--- src/inc/bars_pkg.sv ---
// Package with operation codes, flag layout, register map and reset values for the byte ALU.
package bars_pkg;

    // ------------------------------------------------------------------
    // Operations
    // ------------------------------------------------------------------
    typedef enum logic [2:0] {
        BARS_OP_NONE    = 3'b000,
        BARS_OP_RRB     = 3'b001,
        BARS_OP_SUBLIT  = 3'b010,
        BARS_OP_SUBFILE = 3'b011,
        BARS_OP_XORFILE = 3'b100,
        BARS_OP_XORLIT  = 3'b101,
        BARS_OP_NIBEX   = 3'b110
    } bars_op_t;

    // ------------------------------------------------------------------
    // Status flags
    // ------------------------------------------------------------------
    typedef struct packed {
        logic zero;
        logic nibble_borrow_flag;
        logic borrow;
    } bars_flags_t;

    localparam int          BARS_FLAG_BORROW_BIT = 0;
    localparam int          BARS_FLAG_NIBBLE_BIT = 1;
    localparam int          BARS_FLAG_ZERO_BIT   = 2;
    localparam bars_flags_t BARS_FLAGS_RESET     = 3'b000;
    localparam logic [7:0]  BARS_ACC_RESET       = 8'h00;

    // ------------------------------------------------------------------
    // APB register map (byte addresses)
    // ------------------------------------------------------------------
    localparam logic [11:0] BARS_REG_CMD    = 12'h000;
    localparam logic [11:0] BARS_REG_FILE   = 12'h004;
    localparam logic [11:0] BARS_REG_ACC    = 12'h008;
    localparam logic [11:0] BARS_REG_STATUS = 12'h00C;
    localparam logic [11:0] BARS_REG_RESULT = 12'h010;

    // CMD fields: [7:0] literal, [10:8] operation, [12] target select.
    localparam int BARS_CMD_LIT_LSB = 0;
    localparam int BARS_CMD_OP_LSB  = 8;
    localparam int BARS_CMD_DST_BIT = 12;
    // RESULT fields: [7:0] last result, [8] file written back.
    localparam int BARS_RES_WB_BIT  = 8;

    // Target select values.
    localparam logic BARS_DST_ACC  = 1'b0;
    localparam logic BARS_DST_FILE = 1'b1;

endpackage : bars_pkg

--- src/rtl/bars_alu.sv ---
// Byte ALU datapath with accumulator, status flags and an APB register window.
module bars_alu (
    input  wire logic        ref_clk_in,
    input  wire logic        reset_in,
    input  wire logic        psel_in,
    input  wire logic        penable_in,
    input  wire logic        pwrite_in,
    input  wire logic [11:0] paddr_in,
    input  wire logic [31:0] pwdata_in,
    output logic      [31:0] prdata_out,
    output logic             pready_out,
    output logic             pslverr_out,
    output logic      [7:0]  file_data_out,
    output logic             file_we_out
);

    // ------------------------------------------------------------------
    // Bus decode
    // ------------------------------------------------------------------
    logic [7:0]           file_reg;
    logic [7:0]           acc;
    bars_pkg::bars_flags_t flags;
    logic [7:0]           last_result;
    logic                 last_wb;

    wire access   = psel_in & penable_in & ~pready_out;
    wire wr       = access & pwrite_in;
    wire hit_cmd  = paddr_in == bars_pkg::BARS_REG_CMD;
    wire hit_file = paddr_in == bars_pkg::BARS_REG_FILE;
    wire hit_acc  = paddr_in == bars_pkg::BARS_REG_ACC;
    wire hit_stat = paddr_in == bars_pkg::BARS_REG_STATUS;
    wire hit_res  = paddr_in == bars_pkg::BARS_REG_RESULT;
    wire mapped   = hit_cmd | hit_file | hit_acc | hit_stat | hit_res;
    wire exec     = wr & hit_cmd;

    // ------------------------------------------------------------------
    // Datapath
    // ------------------------------------------------------------------
    wire [7:0] lit = pwdata_in[bars_pkg::BARS_CMD_LIT_LSB +: 8];
    wire [2:0] op_raw = pwdata_in[bars_pkg::BARS_CMD_OP_LSB +: 3];
    wire       dst = pwdata_in[bars_pkg::BARS_CMD_DST_BIT];
    bars_pkg::bars_op_t op;
    assign op = bars_pkg::bars_op_t'(op_raw);

    wire       is_sublit = op == bars_pkg::BARS_OP_SUBLIT;
    wire [7:0] minuend   = is_sublit ? lit : file_reg;
    wire [8:0] diff      = {1'b0, minuend} - {1'b0, acc};
    wire       no_borrow = acc <= minuend;
    wire       no_nib    = acc[3:0] <= minuend[3:0];
    wire [7:0] rot       = {flags.borrow, file_reg[7:1]};
    wire [7:0] swp       = {file_reg[3:0], file_reg[7:4]};

    logic [7:0]           res;
    logic                 to_file;
    logic                 valid_op;
    bars_pkg::bars_flags_t next_flags;

    always_comb begin
        res        = 8'h00;
        to_file    = dst == bars_pkg::BARS_DST_FILE;
        valid_op   = 1'b1;
        next_flags = flags;
        case (op)
            bars_pkg::BARS_OP_RRB: begin
                res               = rot;
                next_flags.borrow = file_reg[0];
            end
            bars_pkg::BARS_OP_SUBLIT: begin
                res        = diff[7:0];
                to_file    = 1'b0;
                next_flags = '{zero: diff[7:0] == 8'h00, nibble_borrow_flag: no_nib,
                               borrow: no_borrow};
            end
            bars_pkg::BARS_OP_SUBFILE: begin
                res        = diff[7:0];
                next_flags = '{zero: diff[7:0] == 8'h00, nibble_borrow_flag: no_nib,
                               borrow: no_borrow};
            end
            bars_pkg::BARS_OP_XORFILE: begin
                res             = acc ^ file_reg;
                next_flags.zero = (acc ^ file_reg) == 8'h00;
            end
            bars_pkg::BARS_OP_XORLIT: begin
                res             = acc ^ lit;
                to_file         = 1'b0;
                next_flags.zero = (acc ^ lit) == 8'h00;
            end
            bars_pkg::BARS_OP_NIBEX: begin
                res = swp;
            end
            default: begin
                valid_op = 1'b0;
                to_file  = 1'b0;
            end
        endcase
    end

    wire do_op = exec & valid_op;

    // ------------------------------------------------------------------
    // State registers
    // ------------------------------------------------------------------
    always_ff @(posedge ref_clk_in) begin
        if (reset_in) begin
            acc         <= bars_pkg::BARS_ACC_RESET;
            file_reg    <= 8'h00;
            flags       <= bars_pkg::BARS_FLAGS_RESET;
            last_result <= 8'h00;
            last_wb     <= 1'b0;
        end else if (do_op) begin
            flags       <= next_flags;
            last_result <= res;
            last_wb     <= to_file;
            if (to_file) begin
                file_reg <= res;
            end else begin
                acc <= res;
            end
        end else if (wr & hit_file) begin
            file_reg <= pwdata_in[7:0];
        end else if (wr & hit_acc) begin
            acc <= pwdata_in[7:0];
        end else if (wr & hit_stat) begin
            flags <= bars_pkg::bars_flags_t'(pwdata_in[2:0]);
        end
    end

    logic [31:0] rd_mux;
    always_comb begin
        rd_mux = 32'h0000_0000;
        if (hit_file) rd_mux = {24'h000000, file_reg};
        if (hit_acc)  rd_mux = {24'h000000, acc};
        if (hit_stat) rd_mux = {29'h0000_0000, flags};
        if (hit_res)  rd_mux = {23'h000000, last_wb, last_result};
    end

    always_ff @(posedge ref_clk_in) begin
        if (reset_in) begin
            pready_out    <= 1'b0;
            pslverr_out   <= 1'b0;
            prdata_out    <= 32'h0000_0000;
            file_we_out   <= 1'b0;
            file_data_out <= 8'h00;
        end else begin
            pready_out    <= access;
            pslverr_out   <= access & ~mapped;
            prdata_out    <= (access & ~pwrite_in) ? rd_mux : 32'h0000_0000;
            file_we_out   <= do_op & to_file;
            file_data_out <= (do_op & to_file) ? res : file_data_out;
        end
    end

    // ------------------------------------------------------------------
    // Checks
    // ------------------------------------------------------------------
    property p_rot;
        @(posedge ref_clk_in) disable iff (reset_in)
        do_op && op == bars_pkg::BARS_OP_RRB |=> flags.borrow == $past(file_reg[0])
            && flags.zero == $past(flags.zero);
    endproperty
    a_rot: assert property (p_rot) else $error("rotate flag wrong");

    property p_route;
        @(posedge ref_clk_in) disable iff (reset_in)
        do_op && to_file |=> acc == $past(acc) ##0 file_we_out;
    endproperty
    a_route: assert property (p_route) else $error("file route wrong");

    property p_sublit;
        @(posedge ref_clk_in) disable iff (reset_in)
        do_op && is_sublit |=> acc == 8'($past(lit) - $past(acc))
            && flags.borrow == ($past(acc) <= $past(lit));
    endproperty
    a_sublit: assert property (p_sublit) else $error("literal subtract wrong");

    property p_subfile;
        @(posedge ref_clk_in) disable iff (reset_in)
        do_op && op == bars_pkg::BARS_OP_SUBFILE |=>
            flags.nibble_borrow_flag == ($past(acc[3:0]) <= $past(file_reg[3:0]));
    endproperty
    a_subfile: assert property (p_subfile) else $error("nibble borrow wrong");

    property p_xorf;
        @(posedge ref_clk_in) disable iff (reset_in)
        do_op && op == bars_pkg::BARS_OP_XORFILE |=> last_result == ($past(acc) ^ $past(file_reg))
            && flags.borrow == $past(flags.borrow);
    endproperty
    a_xorf: assert property (p_xorf) else $error("file xor wrong");

    property p_swap;
        @(posedge ref_clk_in) disable iff (reset_in)
        do_op && op == bars_pkg::BARS_OP_NIBEX |=> flags == $past(flags)
            && last_result == {$past(file_reg[3:0]), $past(file_reg[7:4])};
    endproperty
    a_swap: assert property (p_swap) else $error("swap wrong");

    property p_xorl;
        @(posedge ref_clk_in) disable iff (reset_in)
        do_op && op == bars_pkg::BARS_OP_XORLIT |=> acc == ($past(acc) ^ $past(lit)) && !last_wb;
    endproperty
    a_xorl: assert property (p_xorl) else $error("literal xor wrong");

    property p_zero;
        @(posedge ref_clk_in) disable iff (reset_in)
        do_op && op != bars_pkg::BARS_OP_RRB && op != bars_pkg::BARS_OP_NIBEX
            |=> flags.zero == (last_result == 8'h00);
    endproperty
    a_zero: assert property (p_zero) else $error("zero flag wrong");

    c_sub:  cover property (@(posedge ref_clk_in) do_op && is_sublit && !no_borrow);
    c_wb:   cover property (@(posedge ref_clk_in) do_op && to_file);
    c_zero: cover property (@(posedge ref_clk_in) do_op && res == 8'h00);

endmodule : bars_alu

--- config.mk ---
export PLATFORM = sky130hd
export DESIGN_NAME = bars_alu
export DESIGN_NICKNAME = d
export VERILOG_FILES = /design/src/inc/bars_pkg.sv /design/src/rtl/bars_alu.sv
export SDC_FILE = /design/constraint.sdc
export NUM_CORES = 1
export LEC_CHECK = 0
export BUFFER_PORTS_ARGS = -buffer_cell sky130_fd_sc_hd__buf_2
export CAP_MARGIN = 0
export CORE_MARGIN = 2
export CORE_UTILIZATION = 50
export CTS_CLUSTER_SIZE = 8
export DETAILED_ROUTE_END_ITERATION = 12
export HOLD_SLACK_MARGIN = 0.12
export PLACE_DENSITY = 0.76
export SLEW_MARGIN = 10
export SYNTH_ARGS = -nofsm -noshare
export SYNTH_HDL_FRONTEND = slang
export SYNTH_SLANG_ARGS = --single-unit
--- constraint.sdc ---
create_clock -name ref_clk_in -period 4.7 [get_ports ref_clk_in]
set_input_delay 0.705 -clock ref_clk_in [delete_from_list [all_inputs] [get_ports ref_clk_in]]
set_output_delay 0.705 -clock ref_clk_in [all_outputs]
set_load 0.1 [all_outputs]
==> results.sh <==
export IMPL_floorplan_initialDensity_pct=50.7
export IMPL_pin_count=92
export IMPL_run_status="completed"
export IMPL_detail_route_wl_per_cell_um=17.6
export IMPL_nets=559
export IMPL_hold_fix_buffer_count_after_cts=0
export IMPL_die_x_um=89.1
export IMPL_routed_via_count=3631
export IMPL_total_leakage_power_nw=1.65
export IMPL_timing_clock_skew_ns=0.00714
export IMPL_drt_pre_antenna_iters=6
export IMPL_die_area_um2=7940
export IMPL_max_cap_viol_count=0
export IMPL_final_cell_mix="dfxtp_1, buf_2, nand2_1"
export IMPL_path_buf_inv=2
export IMPL_fp_dieH_um=89.1
export IMPL_grt_pass1_wl_um=16400
export IMPL_insertedDiodeCount=0
export IMPL_grt_pass1_vias=3289
export IMPL_async_reset_ff_share_pct=0
export IMPL_setup_tns_ns=0
export IMPL_slew_violations=0
export IMPL_grt_remaining_overflow=0
export IMPL_multi_input_comb_area_um2=2360
export IMPL_clock_sink_count=48
export IMPL_crit_slowest_cell="or4_1"
export IMPL_grt_use_total_pct=26.9
export IMPL_worst_ep_required_time_ns=4.95
export IMPL_timing_final_hold_violations=0
export IMPL_p_total_mw=0.919
export IMPL_clkLatencyLatePin_ns=0.32
export IMPL_register_area_um2=961
export IMPL_max_vdd_ir_drop_v=0.000149
export IMPL_synth_top_cell_by_area="dfxtp_1"
export IMPL_initialDrtViolationCount=406
export IMPL_post_route_drc_count=0
export IMPL_numPortBuffers=48
export IMPL_fmax_mhz=254
export IMPL_layout_drive_gt1_share_pct=15.9
export IMPL_synthCells=466
export IMPL_antenna_found_initial=0
export IMPL_largest_register="prdata_out"
export IMPL_synthToLayoutAreaGrowth_pct=9.02
export IMPL_final_weighted_congestion_in_routability_driven_placement=0.926
export IMPL_path_max_fanout=7
export IMPL_synth_area_um2=3620
export IMPL_worstPathCellList="buf_2 > nor2b_1 > nor2b_1 > buf_4 > mux2_2 > ha_1 > nor2b_1 > o21a_1 > o41ai_1 > nor2_1 > or4_1 > a22oi_1"
export IMPL_synth_flop_cell="dfxtp_1"
export IMPL_cts_tree="done"
export IMPL_detailed_place_hpwl_um=7640
export IMPL_flip_flop_count_of_the_largest_register_all_copies_and_words_added=9
export IMPL_period_minus_slack_ns=3.94
export IMPL_rsz0062_at_grt="false"
export IMPL_hold_class="flop to flop"
export IMPL_drt_antenna_violating_nets=0
export IMPL_setup_viol=0
export IMPL_critPathMostFrequentCell="nor2b_1"
export IMPL_clock_tree_htree_level_count=2
export IMPL_relSlewSlack_pct=27.6
export IMPL_criticalPathCategory="input port to flop"
export IMPL_grt_max_degree=28
export IMPL_root_buffer="clkbuf_8"
export IMPL_clock_pin_slew_of_the_registers_on_the_worst_case_setup_and_hold_paths_ns=0.09
export IMPL_tritoncts_num_buffers=5
export IMPL_synth_seq_area_share_pct=26.5
export IMPL_min_period_over_period_pct=83.7
export IMPL_tightestPinTransition_ns=1.08
export IMPL_finalWirelength_um=10500
export IMPL_number_of_register_bits_inferred_by_synthesis=48
export IMPL_synthDominantCellAreaShare_pct=26.5
export IMPL_cts_post_setup_buffers_inserted=0
export IMPL_synthesis_area_per_instance_um2=7.77
export IMPL_timing_critical_path_max_delay_family="simple AND/OR/NAND/NOR gates"
export IMPL_critPathCaptureType="flop"
export IMPL_ctsResizeCount=0
export IMPL_core_area_um2=7140
export IMPL_clk_path_buf_depth=2
export IMPL_cp_arrival_ns=4.18
export IMPL_row_count=31
export IMPL_critical_path_max_stage_delay_ns=0.59
export IMPL_power_density_nw_per_um2=233
export IMPL_finalInstanceArea_um2=3950
export IMPL_dpl_cell_area_um2=3830
export IMPL_post_route_util_pct=55.3
export IMPL_synth_area_leaders="dfxtp_1, buf_4, nand2_1, nor2_1, a21oi_1"
export IMPL_yosysUniqueCellTypes=64
export IMPL_filler_cell_count=706
export IMPL_detail_route_vias_per_cell=6.08
export IMPL_critical_path_startpoint_type="input port"
export IMPL_synth_enable_flop_cells=0
export IMPL_synth_warnings=0
==> worst reg2reg max path: cells and delay by family, from the launching register on <==
kind | cells | cell delay, ns
flops | 1 | 0.49
simple gates | 3 | 1.07
mux | 1 | 0.16
compound gates | 3 | 0.52
fa+ha+maj | 2 | 0.76
==> per-layer routing <==
metal,wire (um),track usage [%],vias to the layer above
li1,-,-,1690
met1,4630,36.8,1699
met2,4640,42.4,200
met3,880,3.79,42
met4,383,11.0,0
met5,0,0,-
==> final timing paths <==
kind / start / end / slack [ns] / cells after the start
worst min register to register: last_wb$_SDFFE_PP0P_ / prdata_out[8]$_SDFF_PP0_ / 0.44 / 2
worst max-delay path: pwdata_in[9] / flags[2]$_SDFFE_PP0P_ / 0.76 / 12
worst min-delay path: last_wb$_SDFFE_PP0P_ / prdata_out[8]$_SDFF_PP0_ / 0.44 / 2
worst max register to register: file_reg[0]$_SDFFE_PP0P_ / flags[2]$_SDFFE_PP0P_ / 1.64 / 9
==> logic make-up (layout without fill, tap and decap cells) <==
group | Yosys count | after routing | synth area share (%)
and+or+nand+nor | 163 | 163 | 24.1
adders and majority gates | 13 | 13 | 4.70
xor gates and xnor gates | 23 | 23 | 5.57
buffers and inverters | 77 | 87 | 10.7
DFF | 48 | 48 | 26.5
other | 1 | 23 | 0.104
muxes | 20 | 20 | 5.81
AOI/OAI and AO/OA | 121 | 121 | 22.5
==> final cells by class <==
class	instances	share of cell area, %
inverter	23	2.19
tap	99	3.14
clock buffer	5	1.74
multi-input combinational	363	59.8
timing repair buffer	56	7.61
clock inverter	3	1.17
sequential	48	24.4
==> per-stage QoR <==
step	hold WS [ns]	cells	setup slack [ns]
2_1_floorplan	0.414	488	0.668
3_3_place_gp	0.429	589	0.604
3_5_place_dp	0.432	589	0.592
4_1_cts	0.446	597	0.889
5_1_grt	0.477	597	0.627
6_report	0.441	597	0.764
==> Yosys cell counts (all sizes together), types with 10 or more instances <==
master	count
dfxtp	48
nor2b	10
a21oi	31
ha	12
inv	22
xor2	11
mux2i	12
nor2	42
buf	29
o21ai	24
xnor2	12
clkbuf	25
nand2	46
==> power breakdown <==
| part | switching, mW | internal, mW | leakage [nW] |
|---|---|---|---|
| clock network | 0.149 | 0.160 | 0.0548 |
| logic | 0.158 | 0.0447 | 1.21 |
| registers | 0.000379 | 0.407 | 0.387 |
| total | 0.307 | 0.612 | 1.65 |
Power figures use the tool's default switching activity.
